--- config.mk ---
export PLATFORM = sky130hd
export DESIGN_NAME = door_interlock_monitor
export DESIGN_NICKNAME = d
export VERILOG_FILES = /design/src/door_interlock_monitor.v /design/src/mismatch_timer.v
export VERILOG_INCLUDE_DIRS = /design/src /design/src/src
export SDC_FILE = /design/constraint.sdc
export NUM_CORES = 1
export LEC_CHECK = 0
export ABC_AREA = 1
export CAP_MARGIN = 20
export CORE_AREA = 2 2 80 82
export DETAILED_ROUTE_END_ITERATION = 10
export DIE_AREA = 0 0 82 84
export DONT_BUFFER_PORTS = 1
export GPL_TIMING_DRIVEN = 0
export PLACE_DENSITY = 0.66
export SKIP_LAST_GASP = 1
export SLEW_MARGIN = 0
export SYNTH_ARGS = -nofsm -noshare
export SYNTH_HDL_FRONTEND = slang
export SYNTH_SLANG_ARGS = --single-unit
--- constraint.sdc ---
create_clock -name CLK_SYS_I -period 1.4 [get_ports CLK_SYS_I]
set_input_delay 0.35 -clock CLK_SYS_I [delete_from_list [all_inputs] [get_ports CLK_SYS_I]]
set_output_delay 0.35 -clock CLK_SYS_I [all_outputs]
set_load 0.01 [all_outputs]
--- src/door_interlock_map.vh ---
// Purpose: constants for the door interlock monitor
// Assumes: 50 MHz system clock, 20 ns period
// Notes:   fault codes are the displayed error numbers
// Function
// (RULE1) Car may run only while hall and car door loops both show closed.
// (RULE2) Both selects off: supervise contactor feedback and door loop, combined check.
// (RULE3) Traditional scheme: active hall door input raises wiring fault code 62.
// (RULE4) Detect on, contactor kept: any two of three inputs differ 3 s, fault 26.
// (RULE5) Detect and omission on: door loop and hall loop differ 3 s, fault 26.
// (RULE6) Without contactor, its feedback is ignored; door and hall loops supervised.
// (RULE7) Without contactor, active contactor feedback raises wiring fault code 62.
// (RULE8) Re-levelling or advance door opening excludes hall door input from checks; the code still applies the traditional wiring check to it.
// (RULE9) Configuring party enables omission only with hall detection also enabled.
// (RULE10) Mismatch delay restarts when inputs agree; fault needs unbroken full delay.
`ifndef DOOR_INTERLOCK_MAP_VH
`define DOOR_INTERLOCK_MAP_VH
`define MISMATCH_TIME_MS   3000
`define CLK_PERIOD_NS      20
`define MISMATCH_CYCLES    (`MISMATCH_TIME_MS * (1000000 / `CLK_PERIOD_NS))
`define FAULT_CODE_W       7
`define FAULT_CODE_NONE    7'h00
`define FAULT_CODE_WIRING  7'h3E
`define FAULT_CODE_MISMATCH 7'h1A
`endif

--- src/door_interlock_monitor.v ---
// Purpose: supervises contactor feedback, door loop and hall door loop of the lift
// Assumes: all pin inputs asynchronous, active high meaning closed / energised
// Notes:   faults hold until reset; wiring fault has priority over mismatch code
//          three schemes, chosen by the two selects:
//            detect off             - traditional: contactor feedback against door loop
//            detect on, omit off    - separated: contactor, door loop and hall loop
//            detect on, omit on     - no contactor: door loop against hall loop
//          omission without detection is an illegal setting and runs as traditional
//          the hall loop leaves every check but the traditional wiring check while re-levelling or opening early
//          a disagreement must last the full delay without a break to raise a fault
//          the selects are meant to change only while reset is held
`include "door_interlock_map.vh"
module door_interlock_monitor #(
	parameter MISMATCH_CYCLES = `MISMATCH_CYCLES
) (
	input  wire                     CLK_SYS_I,
	input  wire                     RST_N_I,
	input  wire                     CONTACTOR_FEEDBACK_INPUT_I,
	input  wire                     DOOR_LOOP_INPUT_I,
	input  wire                     HALL_DOOR_LOOP_INPUT_I,
	input  wire                     HALL_DOOR_DETECT_SELECT_I,
	input  wire                     CONTACTOR_OMISSION_SELECT_I,
	input  wire                     RELEVEL_OR_ADVANCE_OPEN_I,
	output reg                      RUN_PERMIT_O,
	output reg                      MISMATCH_FAULT_O,
	output reg                      WIRING_FAULT_O,
	output reg [`FAULT_CODE_W-1:0]  FAULT_CODE_O
);
	localparam TIMER_W = 32; // wide enough for the full-speed delay count

	// synchroniser first stages, read only by the second stages
	reg                     contactor_s1_r;
	reg                     door_loop_s1_r;
	reg                     hall_loop_s1_r;
	reg                     detect_s1_r;
	reg                     omit_s1_r;
	reg                     hall_excl_s1_r;

	// synchroniser second stages, the only copies the logic reads
	reg                     contactor_r;
	reg                     door_loop_r;
	reg                     hall_loop_r;
	reg                     detect_r;
	reg                     omit_r;
	reg                     hall_excl_r;

	// next values of the registered outputs
	reg                     run_permit_nxt;
	reg                     mismatch_fault_nxt;
	reg                     wiring_fault_nxt;
	reg [`FAULT_CODE_W-1:0] fault_code_nxt;

	// scheme and supervision signals
	reg                     disagree;
	reg                     doors_closed;
	wire                    contactor_vs_door;
	wire                    door_vs_hall;
	wire                    wiring_bad;
	wire                    expired;
	wire                    traditional;
	wire                    separated;
	wire                    no_contact;
	wire                    hall_used;

	// true when two supervised levels differ
	function pair_differs;
		input a;
		input b;
		begin
			pair_differs = a ^ b;
		end
	endfunction

	// a loop counts as closed when its level is high or it is excluded
	function loop_ok;
		input level;
		input excluded;
		begin
			loop_ok = level | excluded;
		end
	endfunction

	// contactor feedback synchroniser
	always @(posedge CLK_SYS_I or negedge RST_N_I) begin
		if (!RST_N_I) begin
			contactor_s1_r <= 1'b0;
			contactor_r    <= 1'b0;
		end else begin
			contactor_s1_r <= CONTACTOR_FEEDBACK_INPUT_I;
			contactor_r    <= contactor_s1_r;
		end
	end

	// door loop synchroniser
	always @(posedge CLK_SYS_I or negedge RST_N_I) begin
		if (!RST_N_I) begin
			door_loop_s1_r <= 1'b0;
			door_loop_r    <= 1'b0;
		end else begin
			door_loop_s1_r <= DOOR_LOOP_INPUT_I;
			door_loop_r    <= door_loop_s1_r;
		end
	end

	// hall door loop synchroniser
	always @(posedge CLK_SYS_I or negedge RST_N_I) begin
		if (!RST_N_I) begin
			hall_loop_s1_r <= 1'b0;
			hall_loop_r    <= 1'b0;
		end else begin
			hall_loop_s1_r <= HALL_DOOR_LOOP_INPUT_I;
			hall_loop_r    <= hall_loop_s1_r;
		end
	end

	// hall detection select synchroniser
	always @(posedge CLK_SYS_I or negedge RST_N_I) begin
		if (!RST_N_I) begin
			detect_s1_r <= 1'b0;
			detect_r    <= 1'b0;
		end else begin
			detect_s1_r <= HALL_DOOR_DETECT_SELECT_I;
			detect_r    <= detect_s1_r;
		end
	end

	// contactor omission select synchroniser
	always @(posedge CLK_SYS_I or negedge RST_N_I) begin
		if (!RST_N_I) begin
			omit_s1_r <= 1'b0;
			omit_r    <= 1'b0;
		end else begin
			omit_s1_r <= CONTACTOR_OMISSION_SELECT_I;
			omit_r    <= omit_s1_r;
		end
	end

	// re-level or early opening synchroniser
	always @(posedge CLK_SYS_I or negedge RST_N_I) begin
		if (!RST_N_I) begin
			hall_excl_s1_r <= 1'b0;
			hall_excl_r    <= 1'b0;
		end else begin
			hall_excl_s1_r <= RELEVEL_OR_ADVANCE_OPEN_I;
			hall_excl_r    <= hall_excl_s1_r;
		end
	end

	// scheme decode; omission without detection runs as traditional
	assign traditional = !detect_r;                 // RULE2 RULE9
	assign separated   = detect_r && !omit_r;
	assign no_contact  = detect_r && omit_r;        // RULE6
	assign hall_used   = detect_r && !hall_excl_r;  // RULE8

	// pairwise comparisons of the supervised levels
	assign contactor_vs_door = pair_differs(contactor_r, door_loop_r);
	assign door_vs_hall      = pair_differs(door_loop_r, hall_loop_r);

	// disagreement of the supervised inputs
	always @* begin
		disagree = 1'b0;
		if (separated) begin
			if (hall_used)
				disagree = contactor_vs_door || door_vs_hall; // RULE4
			else
				disagree = contactor_vs_door;
		end else if (no_contact) begin
			if (hall_used)
				disagree = door_vs_hall; // RULE5 RULE6
		end else begin
			disagree = contactor_vs_door; // RULE2
		end
	end

	// wiring fault: unexpected input seen active in a scheme that leaves it unused
	assign wiring_bad = (traditional && hall_loop_r) || // RULE3
		(no_contact && contactor_r);                    // RULE7

	// run permit condition: hall and car door loops closed
	always @* begin
		if (traditional)
			doors_closed = door_loop_r && contactor_r;
		else if (separated)
			doors_closed = door_loop_r && contactor_r && loop_ok(hall_loop_r, hall_excl_r);
		else
			doors_closed = door_loop_r && loop_ok(hall_loop_r, hall_excl_r);
	end

	// delay that a disagreement must outlast
	mismatch_timer #(
		.CNT_W (TIMER_W),
		.LIMIT (MISMATCH_CYCLES)
	) u_timer (
		.clk_i      (CLK_SYS_I),
		.rst_n_i    (RST_N_I),
		.disagree_i (disagree),
		.expired_o  (expired)
	);

	// next output values; faults are sticky until reset
	always @* begin
		mismatch_fault_nxt = MISMATCH_FAULT_O || expired; // RULE4 RULE5
		wiring_fault_nxt   = WIRING_FAULT_O || wiring_bad; // RULE3 RULE7
		fault_code_nxt     = FAULT_CODE_O;
		if (wiring_fault_nxt)
			fault_code_nxt = `FAULT_CODE_WIRING;
		else if (mismatch_fault_nxt)
			fault_code_nxt = `FAULT_CODE_MISMATCH;
		run_permit_nxt = doors_closed && !disagree && !wiring_fault_nxt
			&& !mismatch_fault_nxt; // RULE1
	end

	// registered outputs
	always @(posedge CLK_SYS_I or negedge RST_N_I) begin
		if (!RST_N_I) begin
			RUN_PERMIT_O     <= 1'b0;
			MISMATCH_FAULT_O <= 1'b0;
			WIRING_FAULT_O   <= 1'b0;
			FAULT_CODE_O     <= `FAULT_CODE_NONE;
		end else begin
			RUN_PERMIT_O     <= run_permit_nxt;
			MISMATCH_FAULT_O <= mismatch_fault_nxt;
			WIRING_FAULT_O   <= wiring_fault_nxt;
			FAULT_CODE_O     <= fault_code_nxt;
		end
	end
endmodule // door_interlock_monitor

--- src/mismatch_timer.v ---
// Purpose: counts an uninterrupted disagreement and flags it when the delay expires
// Assumes: inputs synchronous to clk_i
// Notes:   the count restarts whenever disagree_i drops
module mismatch_timer #(
	parameter CNT_W   = 28,
	parameter LIMIT   = 150000000
) (
	input  wire clk_i,
	input  wire rst_n_i,
	input  wire disagree_i,
	output reg  expired_o
);
	localparam [CNT_W-1:0] LIMIT_M1 = LIMIT - 1;
	reg [CNT_W-1:0] cnt_r;

	// count while disagreeing, restart on agreement
	always @(posedge clk_i or negedge rst_n_i) begin
		if (!rst_n_i) begin
			cnt_r     <= {CNT_W{1'b0}};
			expired_o <= 1'b0;
		end else if (!disagree_i) begin
			cnt_r     <= {CNT_W{1'b0}}; // RULE10
			expired_o <= 1'b0;
		end else if (cnt_r >= LIMIT_M1) begin
			expired_o <= 1'b1;
		end else begin
			cnt_r <= cnt_r + {{(CNT_W-1){1'b0}}, 1'b1};
		end
	end
endmodule // mismatch_timer

==> metrics.txt, run 1 <==
Initial Utilization 0.476; Worst Hold Class in2async; largest net degree at the start of global routing 51; top cell type's share of synthesized area 0.432; crit path from u_timer.cnt_r[3]; Crit. End Element flop; GR Util All Layers 0.238; RSZ-0062 raised after global routing yes; Die ar. 0.00689 mm2; Post-Route WL 7740 um; Synth Register Bits 50; Slowest-stage cell, CP dfrtp_1; Worst Path Buf+Inv 1; antenna-violating nets left 0; dpl hpwl 5040 um; chip width 82 um; final instance area 0.00366 mm2; I/O Pins 18; TritonCTS clock tree yes; max frequency 624 MHz; placed cell area roughly 0.0030 mm2; fin. max-slew vios 0; Pre-antenna DRT Iters 4; post-route setup slack -0.203 ns; slowest stage delay, CP 0.45 ns; Setup CP Type reg2reg; wire per inst around 15 um; mapped cell area just under 0.003 mm2; H-Tree Depth 2; Max VDD drop 770 uV; Overflow after GRT 0; initial antenna violation count 0; fin util 0.600; CP most frequent cell nand2_1; Final #Nets 459; fin crit share 1.14; top cell type by total area after synthesis dfrtp_1; vias in the first global route 2472; Synth area leaders dfrtp_1 43%, nand2_1 18%, nor2_1 8.8%; Vias/cell between 5 and 6; Critical Path Start Type flop; Netlist cell types 26; gpl congestion 0.916; register area share after synthesis 0.432; clock sinks 50; Skew-Pair Late Insertion Delay 0.31 ns; share of layout cells above drive strength 1 0.256; global-route wire length before repair 12400 um; crit path max fanout 10; power per cell area between 700 and 800 mW/mm2; Max Buffers Root-to-Sink 2; Max-Cap Viols 0; core area 0.00610 mm2; mean post-synth cell area 7.23 um2; cell breakdown of the critical path nand2_2, nor2_4, nand2_1, nand2_1, nand2_2, nand2_4, nand3_4, buf_8, nand2_1, nand2_1; final clock skew 0.00737 ns; final hold vios 50; Worst EP arrival around 1.8 ns; Critical Path RT between 1.5 and 2 ns; Area growth, synth to finish 26.2%; clk root buf clkbuf_8; Die H approximately 84 um; top cell family by delay on the critical path simple AND/OR/NAND/NOR gates; vias 2731; post-synthesis cell count 401; Port Buffers 0; min Tclk post-route about 1.6 ns; leak pwr approximately 0.0017 uW; num rows 29; drt drc 0; worst hold slack -0.287 ns; clk slew on worst S/H paths roughly 0.1 ns; RR Startpoint u_timer.cnt_r[3]; Setup-failing EPs final 30; status complete, but fails checks; Inserted Diodes 0; failing checks negative hold slack, negative setup slack; Synth warnings 0; total CTS buffers 5; initial DRC count 155
## final timing paths
kind | endpoint | slack (ns) | depth (start not counted)
setup reg to reg | u_timer.cnt_r[0] | -0.20 | 10
hold / removal | u_timer.cnt_r[7] | -0.29 | 0
max in group asynchronous | u_timer.cnt_r[5] | 1.58 | 0
min in group CLK_SYS_I | omit_s1_r | 0.06 | 0
setup / recovery | u_timer.cnt_r[0] | -0.20 | 10
hold reg to reg | hall_loop_r | 0.36 | 0
## cell type report
class,count,area (um2)
fillers,568,2440
multi-input cells,303,1530
flip-flops and latches,50,1260
repair buffers,40,360
plain buffers,19,179
inverters,30,113
well taps,77,96.3
clock buffers,5,68.8
clock inverters,3,47.5
## cell usage in the layout (no fill, tap or decap), types with 8 or more instances in the layout
cell type  netlist  layout
inv_1           30      28
dfrtp_1         50      41
nor2_1          68      57
nand2_1        140     131
xor2_1          12      12
nand3_1         28      26
nand4_1         28      28
nand2_2          2       8
nor2_2           5      11
dfrtp_2          0       9
buf_4            8      40
## cells in the mapped netlist (all sizes together)
cell type and count:
xnor2 3, ha 2, o21ai 3, or2 1, buf 14, nor4 1, nor2 73, nand2 142
conb 1, nand4 29, and2 1, nand3b 1, nand3 29, dfrtp 50, clkbuf 5, xor2 12
o21bai 1, nor3 2, a21oi 1, inv 30
## through the flow
step	setup slack [ns]	total power, uW	setup TNS (ns)	hold WS [ns]	instances
3_3_place_gp	-0.435	1670	-11.13	0.0560	479
6_report	-0.203	2810	-4.76	-0.287	527
5_1_grt	-0.274	2910	-7.26	-0.303	527
4_1_cts	-0.212	2790	-5.29	-0.292	511
2_1_floorplan	-0.0413	1630	-0.888	0.0544	402
3_5_place_dp	-0.469	1670	-12.30	0.0559	479
## flip-flops by register name, summed over array words and instances (netlist names)
signal	cells
u_timer.cnt_r	32
contactor_s1_r	1
MISMATCH_FAULT_O	1
RUN_PERMIT_O	1
detect_s1_r	1
door_loop_r	1
omit_r	1
u_timer.expired_o	1
hall_loop_r	1
FAULT_CODE_O	2
contactor_r	1
omit_s1_r	1
hall_loop_s1_r	1
door_loop_s1_r	1
WIRING_FAULT_O	1
hall_excl_s1_r	1
hall_excl_r	1
detect_r	1
## worst register-to-register path, stage by stage, from the launching register on
cell and delay, ns:
dfrtp_1 0.45, nand2_2 0.15, nor2_4 0.17, nand2_1 0.07
nand2_1 0.07, nand2_2 0.07, nand2_4 0.11, nand3_4 0.11
buf_8 0.16, nand2_1 0.08, nand2_1 0.07
## kinds of logic (layout without fill, tap and decap cells)
logic type | after synthesis | in the layout | share of synthesized area
XOR/XNOR | 15 | 15 | 0.0453
AND/OR/NAND/NOR | 279 | 279 | 0.413
other | 1 | 2 | 0.00129
adder cells (fa/ha/maj) | 2 | 2 | 0.00863
buffers and inverters | 49 | 97 | 0.0850
flip-flops | 50 | 50 | 0.432
AO/OA/AOI/OAI | 5 | 5 | 0.0147
## where the power goes
part | leakage, uW | switching (uW) | internal [uW]
Sequential | 0.000638 | 21.5 | 1470
Clock | 0.0000587 | 544 | 543
Combinational | 0.00103 | 139 | 86.9
Total | 0.00172 | 705 | 2100
## per-layer routing
metal  up-vias  part of all wire  track usage
met5         -                 0            0
met1      1284              0.46        0.345
met2        72              0.47        0.364
li1       1361                 -            -
met3        14             0.044       0.0368
met4         0             0.020       0.0697
## repair_timing
action,4_1_cts,5_1_grt
resized for setup,30,31
cloned,3,0
endpoints found under the hold margin,50,50
setup buffers,21,16
pin swaps,26,15
endpoints found under the setup margin,35,34
Note: power is estimated with default switching activity, not from simulation.
==> run 2, diff against run 1 <==
BUFFER_PORTS_ARGS = -buffer_cell sky130_fd_sc_hd__buf_2   (was not set)
DONT_BUFFER_PORTS = not set   (was 1)
PLACE_DENSITY = 0.68   (was 0.66)
==> metrics.txt, run 2 (same netlist as run 1, synthesis figures left out) <==
chip width 82 um (unchanged); Setup-failing EPs final 29 (-3.3%); Critical Path RT 1.65 ns (+0.05 ns); global-route wire length before repair 12900 um (+4.4%); met2 GRT Util 0.370 (+0.00517); min Tclk post-route 1.74 ns (+0.136 ns); Multi-input gate area 0.00157 mm2 (+2.1%); DP Cell Count 494 (+3.1%); commonest non-fill, non-tap cell in the layout nand2_1; power per cell area 765 mW/mm2 (-0.35%); fin util 0.613 (+0.0125); Worst EP arrival 1.99 ns (+0.18 ns); max frequency 575 MHz (-7.8%); vias 2903 (+6.3%); Worst Reg-to-Reg Cells 12 (+2); final instance area 0.00374 mm2 (+2.1%); GR Layer Usage met3 0.0433 (+0.00649); core area 0.00610 mm2 (unchanged); largest net degree at the start of global routing 51 (unchanged); vias in the first global route 2756 (+11%); TritonCTS clock tree yes; clk root buf clkbuf_8; Worst Hold Class in2reg; hold path cells 1; drt drc 0 (unchanged); num rows 29 (unchanged); Slowest-stage cell, CP dfrtp_1; dpl hpwl 5110 um (+1.2%); Inserted Diodes 0 (unchanged); Initial Utilization 0.476 (unchanged); cell breakdown of the critical path ha_4, nand2_4, nor2_4, nand2_2, nand2_2, nand2_2, nand2_4, buf_12, buf_8, buf_6, nand4_1, nand2_1; Area growth, synth to finish 28.9%; Critical Path Start Type flop; slowest stage delay, CP 0.44 ns (about the same); share of layout cells above drive strength 1 0.267 (+0.0118); status complete, but fails checks; Port Buffers 15 (+15); Worst Path Buf+Inv 3 (+2); number of fill cells 525 (-7.6%); Post-Route WL 8200 um (+6.0%); wire per inst 15.3 um (+4.0%); commonest cells after routing, fill and taps aside 124 x nand2_1, 64 x nor2_1, 41 x dfrtp_1; fin crit share 1.24 (+0.0970); initial DRC count 317 (+100%); biggest regs u_timer.cnt_r: 32 flops, FAULT_CODE_O: 2 flops; I/O Pins 18 (unchanged); stages on the worst setup path 12 (+2); Setup CP Type reg2reg; fin. max-slew vios 0 (unchanged); Max-Cap Viols 0 (unchanged); final hold vios 0 (-100%); Die ar. 0.00689 mm2 (unchanged); Largest Register u_timer.cnt_r; placed cell area 0.00310 mm2 (+2.5%); Max VDD drop 713 uV (-7.4%); total CTS buffers 5 (unchanged); initial antenna violation count 0 (unchanged); clk slew on worst S/H paths 0.10 ns (about the same); top cell family by delay on the critical path simple AND/OR/NAND/NOR gates; Global Route met1 Usage 0.328 (-0.0170); CP most frequent cell nand2_2; gpl congestion 0.971 (+6.0%); Overflow after GRT 0 (unchanged); post-route setup slack -0.339 ns (-0.136 ns); failing checks negative setup slack; antenna-violating nets left 0 (unchanged); Non-Filler Instances 537 (+1.9%); RSZ-0062 raised after global routing yes; crit path max fanout 6 (-4); H-Tree Depth 2 (unchanged); Max Buffers Root-to-Sink 2 (unchanged); GR Util All Layers 0.246 (+0.00813); leak pwr 0.00176 uW (+2.2%); Final #Nets 469 (+2.2%); GR peak layer met2; register area 0.00126 mm2 (unchanged); final clock skew 0.00595 ns (-0.00142 ns); number of flip-flops in the largest register 32 (unchanged); Vias/cell 5.41 (+4.3%); Crit. End Element flop; clock sinks 50 (unchanged); Skew-Pair Late Insertion Delay 0.31 ns (about the same); Pre-antenna DRT Iters 5 (+1); Die H 84 um (unchanged)
==> run 2: area by class of cell <==
cell class,count,share of cell area
Tap cell,77,0.0258
Multi-Input combinational cell,303,0.419
Clock inverter,3,0.0127
Clock buffer,5,0.0184
Timing Repair Buffer,50,0.113
Inverter,30,0.0301
Sequential cell,50,0.338
Buffer,19,0.0435
==> run 2: repair_timing <==
| item | 4_1_cts | 5_1_grt |
|---|---|---|
| endpoints found under the setup margin | 35 | 34 |
| pin swaps | 23 | 27 |
| endpoints found under the hold margin | 0 | 9 |
| resized for setup | 33 | 33 |
| cloned | 5 | 0 |
| hold buffers | 0 | 1 |
| setup buffers | 16 | 13 |
==> run 2: final timing paths <==
kind	startpoint	to	slack, ns
max in group asynchronous	RST_N_I	u_timer.cnt_r[5]	0.46
hold reg to reg	omit_s1_r	omit_r	0.36
setup reg to reg	u_timer.cnt_r[1]	u_timer.cnt_r[4]	-0.34
setup / recovery	u_timer.cnt_r[1]	u_timer.cnt_r[4]	-0.34
hold / removal	CONTACTOR_OMISSION_SELECT_I	omit_s1_r	0.13
min in group asynchronous	RST_N_I	u_timer.cnt_r[22]	0.42
==> run 2: metal layers <==
metal,part of all wire,vias to the layer above
met1,0.42,1355
met4,0.045,0
met5,0,-
li1,-,1381
met3,0.067,34
met2,0.47,133
==> run 2: report_power, final <==
group,switching (uW),internal (uW),total [uW]
registers,33.7,1470,1510
logic,165,105,270
clock network,537,543,1080
==> run 2: through the flow <==
stage / setup WS, ns / setup TNS [ns] / power (uW) / hold WS, ns
5_1_grt: -0.428 / -10.96 / 2960 / 0.116
3_5_place_dp: -0.447 / -12.26 / 1710 / 0.338
2_1_floorplan: -0.0413 / -0.888 / 1630 / 0.0544
3_3_place_gp: -0.422 / -10.93 / 1700 / 0.333
4_1_cts: -0.269 / -6.96 / 2820 / 0.131
6_report: -0.339 / -8.40 / 2860 / 0.134
==> run 2: worst reg2reg max path: cells and delay by family, from the launching register on <==
kind	cells	cell delay, ns
adders and majority gates	1	0.18
buffers and inverters	3	0.37
DFF	1	0.44
and+or+nand+nor	8	0.68
==> run 3, diff against run 2 <==
PLACE_DENSITY = 0.66   (was 0.68)
SKIP_CTS_REPAIR_TIMING = 1   (was not set)
clock period = 1.86 ns   (was 1.4 ns; I/O delays follow)
==> metrics.txt, run 3 (same netlist as run 1, synthesis figures left out) <==
status finished clean; fin util 0.534 (-0.0792); gpl congestion 0.954 (-1.8%); Port Buffers 15 (unchanged); Final #Nets 437 (-6.8%); Worst Hold Class in2async; leak pwr 0.00156 uW (-11%); num rows 29 (unchanged); Inserted Diodes 0 (unchanged); vias in the first global route 2432 (-12%); clk slew on worst S/H paths 0.11 ns (about the same); Max-Cap Viols 0 (unchanged); dpl hpwl 4900 um (-4.0%); RSZ-0062 raised after global routing yes; RR Startpoint u_timer.cnt_r[0]; Pre-antenna DRT Iters 4 (-1); TritonCTS clock tree yes; total CTS buffers 5 (unchanged); Overflow after GRT 0 (unchanged); Worst EP arrival 1.94 ns (-0.05 ns); number of flip-flops in the largest register 32 (unchanged); clk root buf clkbuf_8; final clock skew 0.0144 ns (+0.00843 ns); DP Cell Count 494 (unchanged); commonest cells after routing, fill and taps aside 138 x nand2_1, 67 x nor2_1, 50 x dfrtp_1; Max Buffers Root-to-Sink 2 (unchanged); Largest Register u_timer.cnt_r; Critical Path RT 2.07 ns (+0.42 ns); H-Tree Depth 2 (unchanged); antenna-violating nets left 0 (unchanged); Worst Reg-to-Reg Cells 11 (-1); reg2reg end u_timer.cnt_r[6]; fin crit share 0.933 (-0.309); Design Power 2100 uW (-27%); chip width 82 um (unchanged); fin. max-slew vios 0 (unchanged); I/O Pins 18 (unchanged); global-route wire length before repair 11700 um (-8.9%); DP Worst Slack -0.0602 ns (+0.386 ns); Die H 84 um (unchanged); drt drc 0 (unchanged); power per cell area 644 mW/mm2 (-16%); Die ar. 0.00689 mm2 (unchanged); final hold vios 0 (unchanged); Setup-failing EPs final 0 (-100%); GR Util All Layers 0.221 (-0.0253); FF-to-FF setup slack 0.12 ns (+0.46 ns); register area 0.00125 mm2 (-0.89%); biggest regs u_timer.cnt_r: 32 flops, FAULT_CODE_O: 2 flops; wire per inst 13.4 um (-12%); Multi-input gate area 0.00142 mm2 (-9.3%); Non-Filler Instances 505 (-6.0%); Area growth, synth to finish 12.2%; Initial Utilization 0.476 (unchanged); crit path max fanout 10 (+4); vias 2607 (-10%); Post-Route WL 6760 um (-18%); Crit. End Element flop; min Tclk post-route 1.74 ns (-0.00298 ns); initial DRC count 189 (-40%); Skew-Pair Late Insertion Delay 0.32 ns (about the same); Critical Path Start Type flop; core area 0.00610 mm2 (unchanged); number of fill cells 602 (+15%); commonest non-fill, non-tap cell in the layout nand2_1; largest net degree at the start of global routing 51 (unchanged); share of layout cells above drive strength 1 0.143 (-0.125); post-route setup slack 0.124 ns (+0.463 ns); Setup CP Type reg2reg; clock sinks 50 (unchanged); Max VDD drop 617 uV (-13%); Vias/cell 5.16 (-4.5%); max frequency 576 MHz (+0.17%); initial antenna violation count 0 (unchanged)
==> run 3: routing by layer <==
| layer | routed length [um] | vias up | share of wire | track usage |
|---|---|---|---|---|
| met5 | 0 | - | 0 | 0 |
| met4 | 72 | 0 | 0.011 | 0.0576 |
| met3 | 269 | 9 | 0.040 | 0.0368 |
| met2 | 3130 | 59 | 0.46 | 0.334 |
| met1 | 3280 | 1227 | 0.49 | 0.326 |
| li1 | - | 1312 | - | - |
==> run 3: worst max-delay path by stage <==
stage,cells after the start,to,startpoint
after floorplan,11,u_timer.cnt_r[24],u_timer.cnt_r[0]
after global placement,8,u_timer.cnt_r[10],door_loop_r
after detailed placement,8,u_timer.cnt_r[21],door_loop_r
after CTS,8,u_timer.cnt_r[21],door_loop_r
after global routing,11,u_timer.cnt_r[6],u_timer.cnt_r[0]
final,11,u_timer.cnt_r[6],u_timer.cnt_r[0]
==> run 3: critical path, cell delays in order, from the launching register on <==
cell and delay [ns]:
dfrtp_1 0.40, ha_2 0.22, nand2_1 0.07, nor2_2 0.15
nand2_1 0.08, nand2_1 0.06, nand2_1 0.07, nand2_2 0.13
nand3_2 0.16, buf_6 0.19, nand2_1 0.07, nand2_1 0.05
==> run 3: per-stage QoR <==
stage,cell area [um2],TNS (ns),hold slack [ns]
6_report,3250,0,0.0132
3_3_place_gp,3070,-0.165,0.331
3_5_place_dp,3070,-0.431,0.335
2_1_floorplan,2900,0,0.169
5_1_grt,3250,-0.0693,0.0263
4_1_cts,3190,-0.701,0.249
==> run 3: final cells by class <==
cell class,count,area share
Inverter,30,0.0346
Multi-Input combinational cell,303,0.437
Clock inverter,3,0.0146
Clock buffer,5,0.0212
Tap cell,77,0.0296
Timing Repair Buffer,18,0.0338
Buffer,19,0.0450
Sequential cell,50,0.385
==> run 3: where the power goes <==
group | internal, uW | switching, uW | total [uW] | leakage (uW)
combinational | 49.0 | 108 | 157 | 0.000852
clock | 411 | 404 | 815 | 0.0000591
sequential | 1110 | 15.0 | 1120 | 0.000653
total | 1570 | 526 | 2100 | 0.00156
